### config.mk
export PLATFORM = sky130hd
export DESIGN_NAME = seq_pin_ctrl
export DESIGN_NICKNAME = d
export VERILOG_FILES = /design/src/hw/seq_pin_pkg.sv /design/src/hw/cfg_serial_slave.sv /design/src/hw/seq_pin_ctrl.sv
export VERILOG_INCLUDE_DIRS = /design/src /design/src/hw
export SDC_FILE = /design/constraint.sdc
export NUM_CORES = 1
export LEC_CHECK = 0
export ABC_AREA = 0
export BUFFER_PORTS_ARGS = -buffer_cell sky130_fd_sc_hd__clkbuf_2
export CAP_MARGIN = 20
export CORE_ASPECT_RATIO = 1.5
export CORE_MARGIN = 2
export CORE_UTILIZATION = 50
export CTS_CLUSTER_SIZE = 10
export DETAILED_ROUTE_END_ITERATION = 8
export PLACE_DENSITY = 0.7
export SLEW_MARGIN = 10
export SYNTH_ARGS = -nofsm -noshare
export SYNTH_HDL_FRONTEND = slang
export SYNTH_SLANG_ARGS = --single-unit
### constraint.sdc
create_clock -name clock -period 5.5 [get_ports clock]
set_clock_uncertainty 0.05 [all_clocks]
set_input_delay 1.1 -clock clock [delete_from_list [all_inputs] [get_ports clock]]
set_output_delay 1.1 -clock clock [all_outputs]
set_load 0.02 [all_outputs]
### src/hw/seq_pin_defines.svh
// Offsets, field positions, reset values and codes of the control registers
`ifndef SEQ_PIN_DEFINES_SVH
`define SEQ_PIN_DEFINES_SVH
`define ADDR_MAIN       7'h00
`define ADDR_IFACE      7'h01
`define MAIN_POR        8'h00
`define IFACE_DEF       8'h00
`define M_DIR           7
`define M_BANK          6
`define M_PD_HI         5
`define M_PD_LO         4
`define M_CAL_HI        3
`define M_CAL_LO        2
`define M_SLEEP         1
`define M_RST_N         0
`define I_OSC           7
`define I_SPLIT         6
`define I_GATE_SYN      5
`define I_GATE_CS       4
`define I_TX_CTRL       3
`define I_RX_CTRL       2
`define I_TX_POL        1
`define I_RX_POL        0
`define PD_RXCHAIN_OFF  2'h1
`define PD_SEQUENCE     2'h3
`define CAL_NEVER       2'h0
`define CAL_ALWAYS      2'h1
`define CAL_EVERY16     2'h2
`define CAL_EVERY256    2'h3
`define TEST_MODE_DEF   3'h1
`define CFG_FRAME_BITS  5'h10
`define CFG_ADDR_BITS   5'h08
`endif

### src/hw/seq_pin_pkg.sv
// Types shared by the control register block
package seq_pin_pkg;
    typedef logic [7:0] reg_byte_t;
    typedef enum logic [1:0] {PH_IDLE, PH_SHIFT, PH_DONE} cfg_phase_t;
endpackage

### src/hw/cfg_serial_slave.sv
// Serial configuration port: 7-bit address, write flag, 8 data bits, MSB first
`timescale 1ns/1ps
`default_nettype none
`include "seq_pin_defines.svh"
module cfg_serial_slave (
    input  wire logic               clock,   // Reference clock
    input  wire logic               rst_n,   // Async reset, active low
    input  wire logic               cfg_clk, // Serial bit clock
    input  wire logic               cfg_sel_n, // Frame select, active low
    input  wire logic               cfg_din, // Serial data in
    output logic                    cfg_dout, // Serial data out
    input  wire seq_pin_pkg::reg_byte_t rdata, // Read data of addressed reg
    output logic [6:0]              addr,    // Register address
    output seq_pin_pkg::reg_byte_t  wdata,   // Write data
    output logic                    wr_pulse // One-cycle write strobe
);
    seq_pin_pkg::cfg_phase_t ph_q;
    logic [4:0]  cnt_q;
    logic [15:0] sh_q;
    logic [7:0]  rd_q;
    logic        clk_d1_q;
    logic        dout_q;
    wire rise = cfg_clk & ~clk_d1_q;
    wire fall = ~cfg_clk & clk_d1_q;
    wire last = (cnt_q == `CFG_FRAME_BITS - 5'h1);
    // Reads load at the flag bit so the first data bit leaves on the next fall
    wire load_rd = rise & (cnt_q == `CFG_ADDR_BITS - 5'h1) & ~cfg_din;

    always_ff @(posedge clock or negedge rst_n) begin
        if (!rst_n) begin
            ph_q     <= seq_pin_pkg::PH_IDLE;
            cnt_q    <= 5'h00;
            sh_q     <= 16'h0000;
            clk_d1_q <= 1'b0;
            wr_pulse <= 1'b0;
        end else begin
            clk_d1_q <= cfg_clk;
            wr_pulse <= 1'b0;
            unique case (ph_q)
                seq_pin_pkg::PH_IDLE: begin
                    cnt_q <= 5'h00;
                    if (!cfg_sel_n) ph_q <= seq_pin_pkg::PH_SHIFT;
                end
                seq_pin_pkg::PH_SHIFT: begin
                    if (cfg_sel_n) ph_q <= seq_pin_pkg::PH_IDLE;
                    else if (rise) begin
                        sh_q  <= {sh_q[14:0], cfg_din};
                        cnt_q <= cnt_q + 5'h01;
                        if (last) begin
                            ph_q     <= seq_pin_pkg::PH_DONE;
                            wr_pulse <= sh_q[7];
                        end
                    end
                end
                seq_pin_pkg::PH_DONE: begin
                    if (cfg_sel_n) ph_q <= seq_pin_pkg::PH_IDLE;
                end
            endcase
        end
    end

    always_ff @(posedge clock or negedge rst_n) begin
        if (!rst_n) begin
            rd_q   <= 8'h00;
            dout_q <= 1'b0;
        end else if (load_rd) begin
            rd_q <= rdata;
        end else if (fall && ph_q == seq_pin_pkg::PH_SHIFT) begin
            dout_q <= rd_q[7];
            rd_q   <= {rd_q[6:0], 1'b0};
        end
    end

    // A read fetches its word at the flag bit, when only seven address bits are in
    assign addr     = (cnt_q == `CFG_FRAME_BITS) ? sh_q[15:9] : sh_q[6:0];
    assign wdata    = sh_q[7:0];
    assign cfg_dout = dout_q;
endmodule
`default_nettype wire

### src/hw/seq_pin_ctrl.sv
// Main control and pin interface registers with sequencing triggers
//
// Overview of operation
// - Sequencing is enabled only when power-down policy equals 3.
// - Main bit 6 selects frequency set A when 0, B when 1.
// - Calibration policy: never, every, every 16th, every 256th sequence end.
// - Rising write of sleep trigger powers down and awaits a new sequence.
// - Writing soft reset low loads defaults into all but main register.
// - Main register loads its default only at power-on reset; soft reset leaves it alone.
// - Oscillator select 1 powers internal oscillator down for external clock.
// - Split bit 0: data pin outputs in receive, inputs in transmit.
// - Split bit 1: data pin input; receive data on lock or bit clock.
// - Split, no chip-select trigger, policy 3: data pin fall starts sequence.
// - Synth gating with policy 01 holds bit clock high unless locked.
// - Carrier gating holds bit clock high unless carrier sensed.
// - Transmit amp pin follows internal amp when enabled, else polarity bit.
// - Receive amp pin follows internal amp when enabled, else polarity bit.
// - Polarity bits set amp pin active level: 0 low, 1 high.
// - Test enables route low interface bits to test controls, else defaults.
// - Chip-select trigger set: chip-select falling edge starts a sequence.
// - Main bit 7 selects receive when 0, transmit when 1.
`timescale 1ns/1ps
`default_nettype none
`include "seq_pin_defines.svh"
module seq_pin_ctrl #(
    parameter int SEQ_CNT_W = 8 // Width of completed-sequence counter
) (
    input  wire logic        clock,               // 40 MHz reference clock
    input  wire logic        rst_n,               // Async reset, active low
    input  wire logic        cfg_clk,             // Config bus bit clock
    input  wire logic        cfg_sel_n,           // Config chip select
    input  wire logic        cfg_din,             // Config serial in
    output logic             cfg_dout,            // Config serial out
    input  wire logic        bidir_data_pin_rx,   // Data pin level
    output logic             bidir_data_pin_drv,  // Data pin drive value
    output logic             bidir_data_pin_oe_n, // Data pin enable, low drives
    output logic             lock_pin,            // Lock or receive data pin
    output logic             bit_clock_pin,       // Bit clock pin
    output logic             tx_amp_enable_pin,   // External PA enable pin
    output logic             rx_amp_enable_pin,   // External LNA enable pin
    input  wire logic        rx_data,             // Demodulated receive data
    input  wire logic        sync_mode,           // 1: synchronous data mode
    input  wire logic        bit_clock_raw,       // Ungated bit clock
    input  wire logic        synth_locked,        // Synthesizer lock
    input  wire logic        carrier_sense,       // Carrier sense indication
    input  wire logic        pa_on,               // Internal PA powered
    input  wire logic        lna_on,              // Internal LNA powered
    input  wire logic        seq_chipsel_trigger, // Chip select starts sequence
    input  wire logic        test_path_a_on,      // Test enable A
    input  wire logic        test_path_b_on,      // Test enable B
    input  wire logic        seq_done,            // Sequence finished pulse
    output logic             tx_data,             // Transmit data to modulator
    output logic             dir_select,          // 0 receive, 1 transmit
    output logic             freq_bank_b,         // 1: frequency set B
    output logic [1:0]       powerdown_policy,    // Power-down mode field
    output logic             seq_enable,          // Auto sequencing on
    output logic             seq_start,           // Start sequence pulse
    output logic             seq_asleep,          // Waiting for a trigger
    output logic             cal_request,         // Calibrate synth pulse
    output logic             osc_external_select, // Internal oscillator off
    output logic             regs_in_reset,       // Soft reset held
    output logic             analog_test_sleep,   // Analog test power-down
    output logic [2:0]       test_mode            // Analog test mode
);
    // ------------------------------------------------------------
    // Elaboration checks
    // ------------------------------------------------------------
    if (SEQ_CNT_W < 8) begin : g_chk
        $error("SEQ_CNT_W must be at least 8");
    end

    // ------------------------------------------------------------
    // Register access
    // ------------------------------------------------------------
    logic [6:0]             addr;
    seq_pin_pkg::reg_byte_t wdata;
    logic                   wr_pulse;
    seq_pin_pkg::reg_byte_t main_q;
    seq_pin_pkg::reg_byte_t iface_q;
    seq_pin_pkg::reg_byte_t iface_d;

    wire hit_main  = (addr == `ADDR_MAIN);
    wire hit_iface = (addr == `ADDR_IFACE);
    wire wr_main   = wr_pulse & hit_main;
    wire wr_iface  = wr_pulse & hit_iface;
    wire seq_pin_pkg::reg_byte_t rdata = hit_main  ? main_q :
                                        hit_iface ? iface_q : 8'h00;

    cfg_serial_slave u_cfg (
        .clock    (clock),
        .rst_n    (rst_n),
        .cfg_clk  (cfg_clk),
        .cfg_sel_n(cfg_sel_n),
        .cfg_din  (cfg_din),
        .cfg_dout (cfg_dout),
        .rdata    (rdata),
        .addr     (addr),
        .wdata    (wdata),
        .wr_pulse (wr_pulse)
    );

    // Only the power-on reset touches main; soft reset never does
    always_ff @(posedge clock or negedge rst_n) begin
        if (!rst_n) main_q <= `MAIN_POR;
        else if (wr_main) main_q <= wdata;
    end

    // Interface stays at defaults until the host releases soft reset
    wire soft_rst = ~main_q[`M_RST_N];
    assign iface_d = soft_rst ? `IFACE_DEF :
                     wr_iface ? wdata : iface_q;
    always_ff @(posedge clock or negedge rst_n) begin
        if (!rst_n) iface_q <= `IFACE_DEF;
        else iface_q <= iface_d;
    end

    // ------------------------------------------------------------
    // Main register decode
    // ------------------------------------------------------------
    wire [1:0] pd_pol  = main_q[`M_PD_HI:`M_PD_LO];
    wire [1:0] cal_pol = main_q[`M_CAL_HI:`M_CAL_LO];
    assign dir_select       = main_q[`M_DIR];
    assign freq_bank_b      = main_q[`M_BANK];
    assign powerdown_policy = pd_pol;
    assign seq_enable       = (pd_pol == `PD_SEQUENCE);
    assign regs_in_reset    = soft_rst;

    // ------------------------------------------------------------
    // Sequencing triggers
    // ------------------------------------------------------------
    logic sel_d1_q;
    logic dio_d1_q;
    logic asleep_q;
    always_ff @(posedge clock or negedge rst_n) begin
        if (!rst_n) begin
            sel_d1_q <= 1'b1;
            dio_d1_q <= 1'b1;
        end else begin
            sel_d1_q <= cfg_sel_n;
            dio_d1_q <= bidir_data_pin_rx;
        end
    end
    wire split    = iface_q[`I_SPLIT];
    wire sel_fall = sel_d1_q & ~cfg_sel_n;
    wire dio_fall = dio_d1_q & ~bidir_data_pin_rx;
    wire by_sel   = seq_chipsel_trigger & sel_fall;
    wire by_dio   = ~seq_chipsel_trigger & split & dio_fall;
    // Triggers count only while asleep, so config traffic mid-sequence is harmless
    wire start_ev = seq_enable & asleep_q & (by_sel | by_dio);
    // Rising edge of the written sleep bit against the stored one
    wire sleep_ev = wr_main & seq_enable &
                    wdata[`M_SLEEP] & ~main_q[`M_SLEEP];

    always_ff @(posedge clock or negedge rst_n) begin
        if (!rst_n) asleep_q <= 1'b0;
        else if (!seq_enable) asleep_q <= 1'b0;
        else if (sleep_ev) asleep_q <= 1'b1;
        else if (start_ev) asleep_q <= 1'b0;
    end
    assign seq_asleep = asleep_q;
    assign seq_start  = start_ev;

    // ------------------------------------------------------------
    // Calibration pacing
    // ------------------------------------------------------------
    logic [SEQ_CNT_W-1:0] seq_cnt_q;
    logic                 cal_q;
    wire done_ev = seq_done & seq_enable;
    wire hit16   = (seq_cnt_q[3:0] == 4'hF);
    wire hit256  = (seq_cnt_q[7:0] == 8'hFF);
    wire cal_d   = done_ev & ((cal_pol == `CAL_ALWAYS) |
                              (cal_pol == `CAL_EVERY16 & hit16) |
                              (cal_pol == `CAL_EVERY256 & hit256));
    always_ff @(posedge clock or negedge rst_n) begin
        if (!rst_n) begin
            seq_cnt_q <= '0;
            cal_q     <= 1'b0;
        end else begin
            cal_q <= cal_d;
            if (soft_rst) seq_cnt_q <= '0;
            else if (done_ev) seq_cnt_q <= seq_cnt_q + 1'b1;
        end
    end
    assign cal_request = cal_q;

    // ------------------------------------------------------------
    // Pin interface
    // ------------------------------------------------------------
    wire test_on = test_path_a_on | test_path_b_on;
    wire tx_pol  = iface_q[`I_TX_POL];
    wire rx_pol  = iface_q[`I_RX_POL];
    // Active level follows polarity; idle level is its inverse
    wire tx_amp_d = iface_q[`I_TX_CTRL] ? (pa_on ? tx_pol : ~tx_pol)
                                        : tx_pol;
    wire rx_amp_d = iface_q[`I_RX_CTRL] ? (lna_on ? rx_pol : ~rx_pol)
                                        : rx_pol;
    wire gate_syn = iface_q[`I_GATE_SYN] &
                    (pd_pol == `PD_RXCHAIN_OFF) & ~synth_locked;
    wire gate_cs  = iface_q[`I_GATE_CS] & ~carrier_sense;
    wire clk_sync = bit_clock_raw | gate_syn | gate_cs;
    // Split asynchronous mode gives the clock pin over to receive data
    wire clk_d    = (split & ~sync_mode) ? rx_data : clk_sync;
    wire lock_d   = (split & sync_mode) ? rx_data : synth_locked;
    wire drive_d  = ~split & ~dir_select;

    always_ff @(posedge clock or negedge rst_n) begin
        if (!rst_n) begin
            tx_amp_enable_pin   <= 1'b0;
            rx_amp_enable_pin   <= 1'b0;
            bit_clock_pin       <= 1'b1;
            lock_pin            <= 1'b0;
            bidir_data_pin_drv  <= 1'b0;
            bidir_data_pin_oe_n <= 1'b1;
            tx_data             <= 1'b0;
        end else begin
            tx_amp_enable_pin   <= tx_amp_d;
            rx_amp_enable_pin   <= rx_amp_d;
            bit_clock_pin       <= clk_d;
            lock_pin            <= lock_d;
            bidir_data_pin_drv  <= rx_data;
            bidir_data_pin_oe_n <= ~drive_d;
            tx_data             <= bidir_data_pin_rx;
        end
    end

    assign osc_external_select = iface_q[`I_OSC];
    assign analog_test_sleep   = test_on ? iface_q[3] : 1'b1;
    assign test_mode           = test_on ? iface_q[2:0] : `TEST_MODE_DEF;

    // ------------------------------------------------------------
    // Assertions
    // ------------------------------------------------------------
    bank_select_a: assert property (@(posedge clock) disable iff (!rst_n)
        wr_main |=> freq_bank_b == $past(wdata[`M_BANK]))
        else $error("bank select does not follow write");

    dir_select_a: assert property (@(posedge clock) disable iff (!rst_n)
        wr_main |=> dir_select == $past(wdata[`M_DIR]))
        else $error("direction does not follow write");

    seq_enable_a: assert property (@(posedge clock) disable iff (!rst_n)
        seq_enable == (powerdown_policy == 2'h3))
        else $error("sequencing enable wrong");

    main_kept_a: assert property (@(posedge clock) disable iff (!rst_n)
        !wr_main |=> main_q == $past(main_q))
        else $error("main register changed without write");

    soft_reset_a: assert property (@(posedge clock) disable iff (!rst_n)
        soft_rst |=> iface_q == `IFACE_DEF)
        else $error("interface not at default under soft reset");

    sleep_rise_a: assert property (@(posedge clock) disable iff (!rst_n)
        (wr_main && seq_enable && wdata[1] && !main_q[1])
        |=> seq_asleep)
        else $error("rising sleep bit did not power down");

    sleep_hold_a: assert property (@(posedge clock) disable iff (!rst_n)
        (seq_asleep && !seq_start && seq_enable && !wr_main)
        |=> seq_asleep)
        else $error("left sleep without trigger");

    cal_every_a: assert property (@(posedge clock) disable iff (!rst_n)
        (seq_done && seq_enable && cal_pol == 2'h1) |=> cal_request)
        else $error("calibration missing for every-sequence policy");

    cal_never_a: assert property (@(posedge clock) disable iff (!rst_n)
        (cal_pol == 2'h0 && $past(cal_pol) == 2'h0) |-> !cal_request)
        else $error("calibration with never policy");

    cal_pace_a: assert property (@(posedge clock) disable iff (!rst_n)
        (seq_done && seq_enable && cal_pol == 2'h2 && seq_cnt_q[3:0] != 4'hF)
        |=> !cal_request)
        else $error("16th policy calibrated off schedule");

    sel_start_a: assert property (@(posedge clock) disable iff (!rst_n)
        (seq_enable && seq_asleep && seq_chipsel_trigger &&
         $fell(cfg_sel_n)) |-> seq_start ##1 !seq_asleep)
        else $error("chip select fall did not start sequence");

    dio_start_a: assert property (@(posedge clock) disable iff (!rst_n)
        (seq_enable && seq_asleep && !seq_chipsel_trigger && split &&
         $fell(bidir_data_pin_rx)) |-> seq_start)
        else $error("data pin fall did not start sequence");

    osc_select_a: assert property (@(posedge clock) disable iff (!rst_n)
        osc_external_select == iface_q[7])
        else $error("oscillator select wrong");

    dio_dir_a: assert property (@(posedge clock) disable iff (!rst_n)
        split |=> bidir_data_pin_oe_n)
        else $error("data pin driven while split");

    dio_rx_a: assert property (@(posedge clock) disable iff (!rst_n)
        (!split && !dir_select) |=> !bidir_data_pin_oe_n)
        else $error("data pin not driven in receive");

    syn_gate_a: assert property (@(posedge clock) disable iff (!rst_n)
        (iface_q[5] && powerdown_policy == 2'h1 && !synth_locked &&
         !(split && !sync_mode)) |=> bit_clock_pin)
        else $error("bit clock not held high without lock");

    cs_gate_a: assert property (@(posedge clock) disable iff (!rst_n)
        (iface_q[4] && !carrier_sense && !(split && !sync_mode))
        |=> bit_clock_pin)
        else $error("bit clock not held high without carrier");

    tx_amp_a: assert property (@(posedge clock) disable iff (!rst_n)
        !iface_q[3] |=> tx_amp_enable_pin == $past(iface_q[1]))
        else $error("tx amp pin not at polarity bit");

    rx_amp_a: assert property (@(posedge clock) disable iff (!rst_n)
        (iface_q[2] && lna_on) |=> rx_amp_enable_pin == $past(iface_q[0]))
        else $error("rx amp pin not at active level");

    test_route_a: assert property (@(posedge clock) disable iff (!rst_n)
        !(test_path_a_on || test_path_b_on) |-> analog_test_sleep &&
        test_mode == 3'h1)
        else $error("test defaults wrong");
endmodule
`default_nettype wire

# Word-level counts from Yosys, hierarchy flattened
# Cells that the tools add are included.
# classes
add_sub_neg	2
eq_ne	22
mux	33
bitwise	49
n_reduce_logical	9
# ops
cell	count
$mux 8	8
$and 1x1->1	26
$not 1->1	17
$mux 1	14
$mux 2	5
$mux 5	2
$pmux 5 s2	1
$add 8x1->8 const B	1
$eq 2x2->1 const B	4
$eq 8x8->1 const B	1
$eq 7x1->1 const B	1
$logic_not 7->1	1
$mux 7	1
$eq 2x1->1 const B	3
$ne 2x1->1 const B	3
$ne 2x2->1 const B	3
$ne 3x2->1 const B	2
$or 1x1->1	6
$pmux 2 s3	1
$reduce_and 3->1	2
$add 5x1->5 const B	1
$eq 5x3->1 const B	1
$eq 5x4->1 const B	1
$eq 5x5->1 const B	1
other kinds (8)	9
# totals
regBits	69
input_bits	17

# Logic depth before layout (Yosys ltp)
# Gate-level depths: netlist of the first run.
# logic_depth
ltp_word	9
mapped_depth	7

# Modules after synthesis
# From an unflattened synthesis of the first run, not the netlist that was laid out.
# unflattened
cells_unflattened	330
area_unflattened_um2	3440.8
# modules_own_cells
module	n_inst	cells_each	area_per_inst_um2	seq_area_each_um2
cfg_serial_slave	1	171	1729.2	850.8
seq_pin_ctrl	1	159	1711.6	880.8

# Worst setup path before layout of the first run
# Ideal clock, no wire load.
# synth_path
path_type	input -> output
startpoint	input seq_chipsel_trigger
endpoint	output seq_start
arrival_ps	1746
t_required_ps	4350
setup_slack_ps	2604
path_stages	3
path_buffers	0
path_cell_list	nor4bb_1 > a31oi_1 > nor2b_1
# synth_between
elab_chain_len	5
word_cells_on_any_way	6
cone_classes	6 x bitwise
# synth_lines
element	line	rtl
start, declared	seq_pin_ctrl.sv:48	input wire logic seq_chipsel_trigger,
$not 1->1	seq_pin_ctrl.sv:147	wire by_dio = ~seq_chipsel_trigger & split & dio_fall;
$and 1x1->1 (2 in a row)	seq_pin_ctrl.sv:147	
$or 1x1->1 (*)	seq_pin_ctrl.sv:149	wire start_ev = seq_enable & asleep_q & (by_sel | by_dio);
$and 1x1->1 (*)	seq_pin_ctrl.sv:149	
end, declared	seq_pin_ctrl.sv:57	output logic seq_start,
# Every way passes the cells marked *; elsewhere a longest branch is shown, timed or not.

# Worst setup path after layout of the first run
# layout_path
startpoint	input bidir_data_pin_rx
endpoint	output seq_start
# layout_between
elab_chain_len	5
# layout_lines
element	line	rtl
start, declared	seq_pin_ctrl.sv:34	input wire logic bidir_data_pin_rx,
$not 1->1	seq_pin_ctrl.sv:145	wire dio_fall = dio_d1_q & ~bidir_data_pin_rx;
$and 1x1->1	seq_pin_ctrl.sv:145	
$and 1x1->1	seq_pin_ctrl.sv:147	
$or 1x1->1	seq_pin_ctrl.sv:149	
$and 1x1->1	seq_pin_ctrl.sv:149	
# No other way between the ends.

==> impl_metrics.env, run 1 <==
export IMPL_holdWs_ps=461.5
export IMPL_nets=342
export IMPL_syn_area_um2=3234
export IMPL_rows=35
export IMPL_worstPathMaxFanout=3
export IMPL_diodes=0
export IMPL_period_minus_slack_ps=2994
export IMPL_synth_ff_type="dfrtp_1"
export IMPL_switching_share=0.2926
export IMPL_power_density_nw_per_um2=298.5
export IMPL_wl_per_cell_um=15.67
export IMPL_crit_chain="clkbuf_2, nor4bb_1, a31oi_1, nor2b_1, clkbuf_2"
export IMPL_outcome="completed"
export IMPL_crit_type="in2out"
export IMPL_yosys_warnings=0
export IMPL_grt_antenna_before_repair=0
export IMPL_p_int_uw=774.7
export IMPL_clock_latency_ps=350
export IMPL_gp_congestion=0.7794
export IMPL_slew_headroom=0.3297
export IMPL_postCtsHoldBufs=0
export IMPL_cts_buffers=9
export IMPL_cap_violations=0
export IMPL_path_delay_family="simple AND/OR/NAND/NOR gates"
export IMPL_max_stage_delay_ps=260
export IMPL_clock_sinks=69
export IMPL_cp_data_required_time_ps=4350
export IMPL_hp_class="reg2reg"
export IMPL_fin_ws_ps=2506
export IMPL_htreeDepth=3
export IMPL_ys_seq_area_frac=0.5354
export IMPL_place_ws_ps=2493
export IMPL_drive_gt1_frac=0.2848
export IMPL_ant_nets=0
export IMPL_nFillCells=534
export IMPL_grt_pass1_vias=2248
export IMPL_die_height_um=102.5
export IMPL_track_usage=0.1916
export IMPL_post_cts_resized=0
export IMPL_grt_pass1_wl_mm=10.52
export IMPL_peakVddDrop_uv=258.0
export IMPL_numPortBuffers=38
export IMPL_syn_avg_cell_area_um2=11.63
export IMPL_drt_vias_per_instance=5.572
export IMPL_power_share_clock=0.342
export IMPL_critPathSlowestCell="nor4bb_1"
export IMPL_synth_cells=278
export IMPL_start_kind="input pin"
export IMPL_wirelength_mm=6.221
export IMPL_die_area_um2=7142
export IMPL_cts_tree="yes"
export IMPL_regArea_um2=1732
export IMPL_p_sw_uw=320.4
export IMPL_multi_input_area_um2=1420
export IMPL_overflow=0
export IMPL_hold_viol_final=0
export IMPL_ys_async_sr_fraction=1.000
export IMPL_setup_violations_final=0
export IMPL_start_util=0.5201
export IMPL_cp_arrival_ps=1840
export IMPL_yosysUniqueCellTypes=42
export IMPL_rsz0062_at_grt="no"
export IMPL_vias=2212
export IMPL_synth_edff_count=0
export IMPL_cts_root_buffer_cell="clkbuf_8"
export IMPL_first_iter_violations=136
export IMPL_fmax_mhz=334.0
export IMPL_ys_ff_latch=69
export IMPL_area_growth_pct=13.42
export IMPL_synth_nets=302
export IMPL_clockBufferDepth=2
export IMPL_cts_setup_buffers=0
export IMPL_worst_slew_pin_slew_ps=1003
export IMPL_fin_crit_sh=0.5443
export IMPL_ios=39
export IMPL_grt_max_degree=70
export IMPL_p_leak_uw=0.001779
export IMPL_cp_end_kind="primary output"
export IMPL_fin_total_pwr_uw=1095
export IMPL_crit_top_cell="clkbuf_2"
export IMPL_die_w_um=69.67
export IMPL_drc=0
export IMPL_coreArea_um2=6218
export IMPL_clkSlewWorstSetupHoldPaths_ps=80
export IMPL_setup_tns_ps=0
export IMPL_combPwrFrac=0.137
export IMPL_dpl_hpwl_mm=4.302
export IMPL_worst_path_buf_inv=2
export IMPL_dr_pass1_iters=4
export IMPL_drv_slew=0
export IMPL_pwr_share_seq=0.521
[placed cells by master (no fill, tap or decap), types with 3 or more instances in the layout]
cell	netlist	routed
or4_1	5	5
nand3_1	4	4
a21oi_1	7	7
nand2_1	31	31
o21ai_0	7	7
or2_2	5	5
dfrtp_1	65	65
and3_1	4	4
xnor2_1	6	6
nor2b_1	6	6
dfstp_2	4	4
nand2b_1	3	3
clkinvlp_4	0	3
clkbuf_2	0	37
nand3b_1	3	3
nor2_1	17	17
mux2_2	17	17
inv_1	9	9
xor2_1	4	4
mux2i_1	20	20
ha_1	7	7
clkbuf_8	0	9
nand4_1	4	4
nor3_1	5	5
mux2_4	8	8
a221o_1	7	7
nor4bb_1	4	3
[area by class of cell]
class                           instances  area share
Inverter                               10     0.01023
Multi-Input combinational cell        188      0.3871
Clock inverter                          7     0.01569
Sequential cell                        69      0.4720
Clock buffer                            9     0.03377
Timing Repair Buffer                   40     0.05593
Tap cell                               74     0.02524
[flip-flops by register name (all words and copies together), names as in the netlist, 2 cells and up]
signal       cells
u_cfg.cnt_q      5
u_cfg.rd_q       8
u_cfg.sh_q      16
u_cfg.ph_q       2
seq_cnt_q        8
iface_q          8
main_q           8
[Yosys cell counts (all sizes together) (3+ instances only)]
master	n	area [µm²]
or2	5	31.28
nor4bb	4	40.04
dfstp	4	105.1
ha	7	87.58
a221o	7	70.07
nand2b	3	18.77
xnor2	6	52.55
dfrtp	65	1627
nor3	5	25.02
inv	9	33.78
a21oi	8	43.79
nor2	17	63.81
mux2	25	311.6
clkbuf	7	26.28
xor2	4	35.03
and3	4	25.02
nand3b	3	22.52
nor2b	6	37.54
nand4	4	25.02
o21ai	7	35.03
nand2	31	116.4
mux2i	20	200.2
or4	5	37.54
nand3	4	20.02
buf	4	33.78
[worst paths after layout]
check | startpoint | end | slack [ps] | cells past startpoint
min in group asynchronous | rst_n | seq_cnt_q[2] | 880 | 2
hold reg to reg | u_cfg.cfg_dout | u_cfg.cfg_dout | 460 | 1
setup / recovery | bidir_data_pin_rx | seq_start | 2510 | 5
setup reg to reg | u_cfg.sh_q[6] | iface_q[3] | 2760 | 4
max in group asynchronous | rst_n | u_cfg.rd_q[0] | 3950 | 2
hold / removal | u_cfg.cfg_dout | u_cfg.cfg_dout | 460 | 1
[kinds of logic after synthesis]
kind of cell	synth area share
AO/OA/AOI/OAI	0.06383
adder cells (fa/ha/maj)	0.02708
XOR/XNOR	0.02708
flip-flops	0.5354
buffers and inverters	0.03017
multiplexers	0.1582
AND/OR/NAND/NOR	0.1582
[through the flow]
stage / area, µm² / utilization / instances
2_1_floorplan: 3234 / - / 278
3_3_place_gp: 3487 / 0.5608 / 381
3_5_place_dp: 3487 / 0.5608 / 381
4_1_cts: 3669 / 0.5899 / 397
5_1_grt: 3669 / 0.5899 / 397
6_report: 3669 / 0.5899 / 397
[worst register-to-register path, cell delays in order (launching register included)]
cell and delay (ps):
dfrtp_1 430, or4_1 570, or4b_1 530, a21boi_1 780, mux2i_1 290
[routing by layer]
| layer | wire length [µm] | GRT usage | vias up |
|---|---|---|---|
| met4 | 108 | 0.08728 | 0 |
| met2 | 3349 | 0.3410 | 35 |
| met1 | 2579 | 0.2213 | 1101 |
| li1 | - | - | 1067 |
| met5 | 0 | 0 | - |
| met3 | 184 | 0.04497 | 9 |
[power groups by stage]
stage          registers (µW)  logic (µW)  clock network, µW
2_1_floorplan             571         107                  0
3_3_place_gp              579         148                  0
3_5_place_dp              579         150                  0
4_1_cts                   570         151                386
5_1_grt                   576         171                405
6_report                  570         150                375
(Power assumes the default switching activity.)
==> inputs of run 2 (changes only) <==
ABC_AREA = 1   (was 0)
clock period = 3 ns   (was 5.5 ns; I/O delays follow)
==> impl_metrics.env, run 2 <==
export IMPL_outcome="completed"
export IMPL_wl_per_cell_um=13.72
export IMPL_syn_avg_cell_area_um2=8.829
export IMPL_fin_crit_sh=0.7148
export IMPL_die_height_um=103.5
export IMPL_die_w_um=70.35
export IMPL_cts_buffers=9
export IMPL_die_area_um2=7283
export IMPL_hp_class="in2async"
export IMPL_yosysUniqueCellTypes=36
export IMPL_dr_pass1_iters=4
export IMPL_nets=441
export IMPL_slew_headroom=0.6182
export IMPL_postCtsHoldBufs=0
export IMPL_synth_top_cells_by_count="72 x nand2_1, 65 x dfrtp_1, 52 x nor2_1"
export IMPL_drv_slew=0
export IMPL_dpl_hpwl_mm=4.961
export IMPL_ios=39
export IMPL_synth_area_leaders="dfrtp_1 49%, nand2_1 8.2%, nor2_1 5.9%"
export IMPL_final_common_cell="nand2_1"
export IMPL_yosysTopAreaCell="dfrtp_1"
export IMPL_drive_gt1_frac=0.2180
export IMPL_startpoint="dio_d1_q"
export IMPL_synth_nets=398
export IMPL_max_stage_delay_ps=510
export IMPL_crit_chain="nand2_1, o31ai_1, and3_1, clkbuf_2"
export IMPL_cp_data_required_time_ps=2350
export IMPL_setup_tns_ps=0
export IMPL_cp_arrival_ps=1490
export IMPL_yosys_warnings=0
export IMPL_cts_setup_buffers=0
export IMPL_place_ws_ps=960.4
export IMPL_area_growth_pct=12.92
export IMPL_worstPathMaxFanout=2
export IMPL_cts_root_buffer_cell="clkbuf_8"
export IMPL_cap_violations=0
export IMPL_numPortBuffers=38
export IMPL_critPathSlowestCell="dfstp_2"
export IMPL_power_density_nw_per_um2=674.2
export IMPL_synth_edff_count=0
export IMPL_wirelength_mm=6.831
export IMPL_synth_cells=374
export IMPL_grt_pass1_vias=2568
export IMPL_grt_antenna_before_repair=0
export IMPL_drc=0
export IMPL_largest_reg_flops=16
export IMPL_clkSlewWorstSetupHoldPaths_ps=60
export IMPL_diodes=0
export IMPL_setup_violations_final=0
export IMPL_clock_sinks=69
export IMPL_cp_end_kind="primary output"
export IMPL_track_usage=0.2106
export IMPL_first_iter_violations=140
export IMPL_peakVddDrop_uv=340.8
export IMPL_post_cts_resized=0
export IMPL_overflow=0
export IMPL_coreArea_um2=6441
export IMPL_worst_slew_pin_slew_ps=568.9
export IMPL_drt_vias_per_instance=5.163
export IMPL_fmax_mhz=466.4
export IMPL_gp_congestion=0.8265
export IMPL_cts_tree="yes"
export IMPL_holdWs_ps=210.3
export IMPL_final_cell_mix="72 x nand2_1, 65 x dfrtp_1, 52 x nor2_1"
export IMPL_ys_async_sr_fraction=1.000
export IMPL_yosysMostFrequentCell="nand2_1"
export IMPL_ys_seq_area_frac=0.5244
export IMPL_crit_type="reg2out"
export IMPL_htreeDepth=3
export IMPL_finish_utilization=0.5789
export IMPL_ys_ff_latch=69
export IMPL_syn_area_um2=3302
export IMPL_synth_ff_type="dfrtp_1"
export IMPL_hold_viol_final=0
export IMPL_start_kind="flip-flop"
export IMPL_clock_latency_ps=340
export IMPL_grt_pass1_wl_mm=12.05
export IMPL_grt_max_degree=70
export IMPL_fin_total_pwr_uw=2514
export IMPL_fin_ws_ps=855.7
export IMPL_rsz0062_at_grt="no"
export IMPL_period_minus_slack_ps=2144
export IMPL_vias=2571
export IMPL_clockBufferDepth=2
export IMPL_yosysTopAreaCellShare=0.4926
export IMPL_start_util=0.5126
export IMPL_max_flop_register="u_cfg.sh_q"
export IMPL_rows=36
export IMPL_p_leak_uw=0.001821
export IMPL_ant_nets=0
export IMPL_reg2reg_from="u_cfg.ph_q[1]"
run 2: cell types whose count changed after synthesis, sizes merged, moves of 6 or more:
cell | previous run | this run
a21oi | 8 | 17
a221o | 7 | 0
inv | 9 | 43
mux2 | 25 | 0
mux2i | 20 | 0
nand2 | 31 | 86
nand3 | 4 | 15
nor2 | 17 | 55
nor2b | 6 | 0
o21ai | 7 | 44
o22ai | 0 | 9
xnor2 | 6 | 0
run 2: path summary, 6_finish.rpt:
check,to,slack (ps),depth (start not counted)
max,seq_start,860,4
min,bidir_data_pin_drv,210,2
max reg2reg,u_cfg.rd_q[1],1150,8
min reg2reg,u_cfg.cfg_dout,420,2
max in group asynchronous,sel_d1_q,2360,2
min in group clock,dio_d1_q,310,1
run 2: layout make-up:
cell class / count / area, µm²
tap: 76 / 95.09
clock inverter: 1 / 5.005
fill: 577 / 2713
clock buffer: 15 / 166.4
multi-input combinational: 253 / 1348
timing repair buffer: 40 / 217.7
sequential: 69 / 1732
inverter: 44 / 165.2
run 2: worst max-delay path: cells and delay by family (launching register included):
family | cells | cell delay (ps)
AO/OA/AOI/OAI | 1 | 230
AND/OR/NAND/NOR | 2 | 240
buffers and inverters | 1 | 160
flip-flops | 1 | 510
run 2: metal layers:
| metal | track usage | routed length [µm] | up-vias |
|---|---|---|---|
| li1 | - | - | 1291 |
| met1 | 0.2615 | 2895 | 1233 |
| met2 | 0.3544 | 3625 | 37 |
| met3 | 0.04183 | 184 | 10 |
| met4 | 0.08654 | 126 | 0 |
| met5 | 0 | 0 | - |
run 2: kinds of logic (layout without fill, tap and decap cells):
logic type               count (synthesis)  in the layout  share of synthesized area
adder cells (fa/ha/maj)                  7              7                    0.02652
buffers and inverters                   52            100                    0.06744
XOR/XNOR                                 3              3                   0.007959
AO/OA/AOI/OAI                           76             76                     0.1372
flip-flops                              69             69                     0.5244
AND/OR/NAND/NOR                        167            167                     0.2365
run 2: report_power, final:
group	total [µW]	leakage, µW	internal, µW	switching (µW)
Combinational	611	0.000833	206	405
Clock	671	0.0000877	346	326
Sequential	1230	0.000900	1100	128
Total	2510	0.00182	1660	858
run 2: metrics by stage:
step,cell area (µm²),cells
floorplan,3302,374
global placement,3557,482
detailed placement,3557,482
CTS,3729,498
global route,3729,498
finish,3729,498
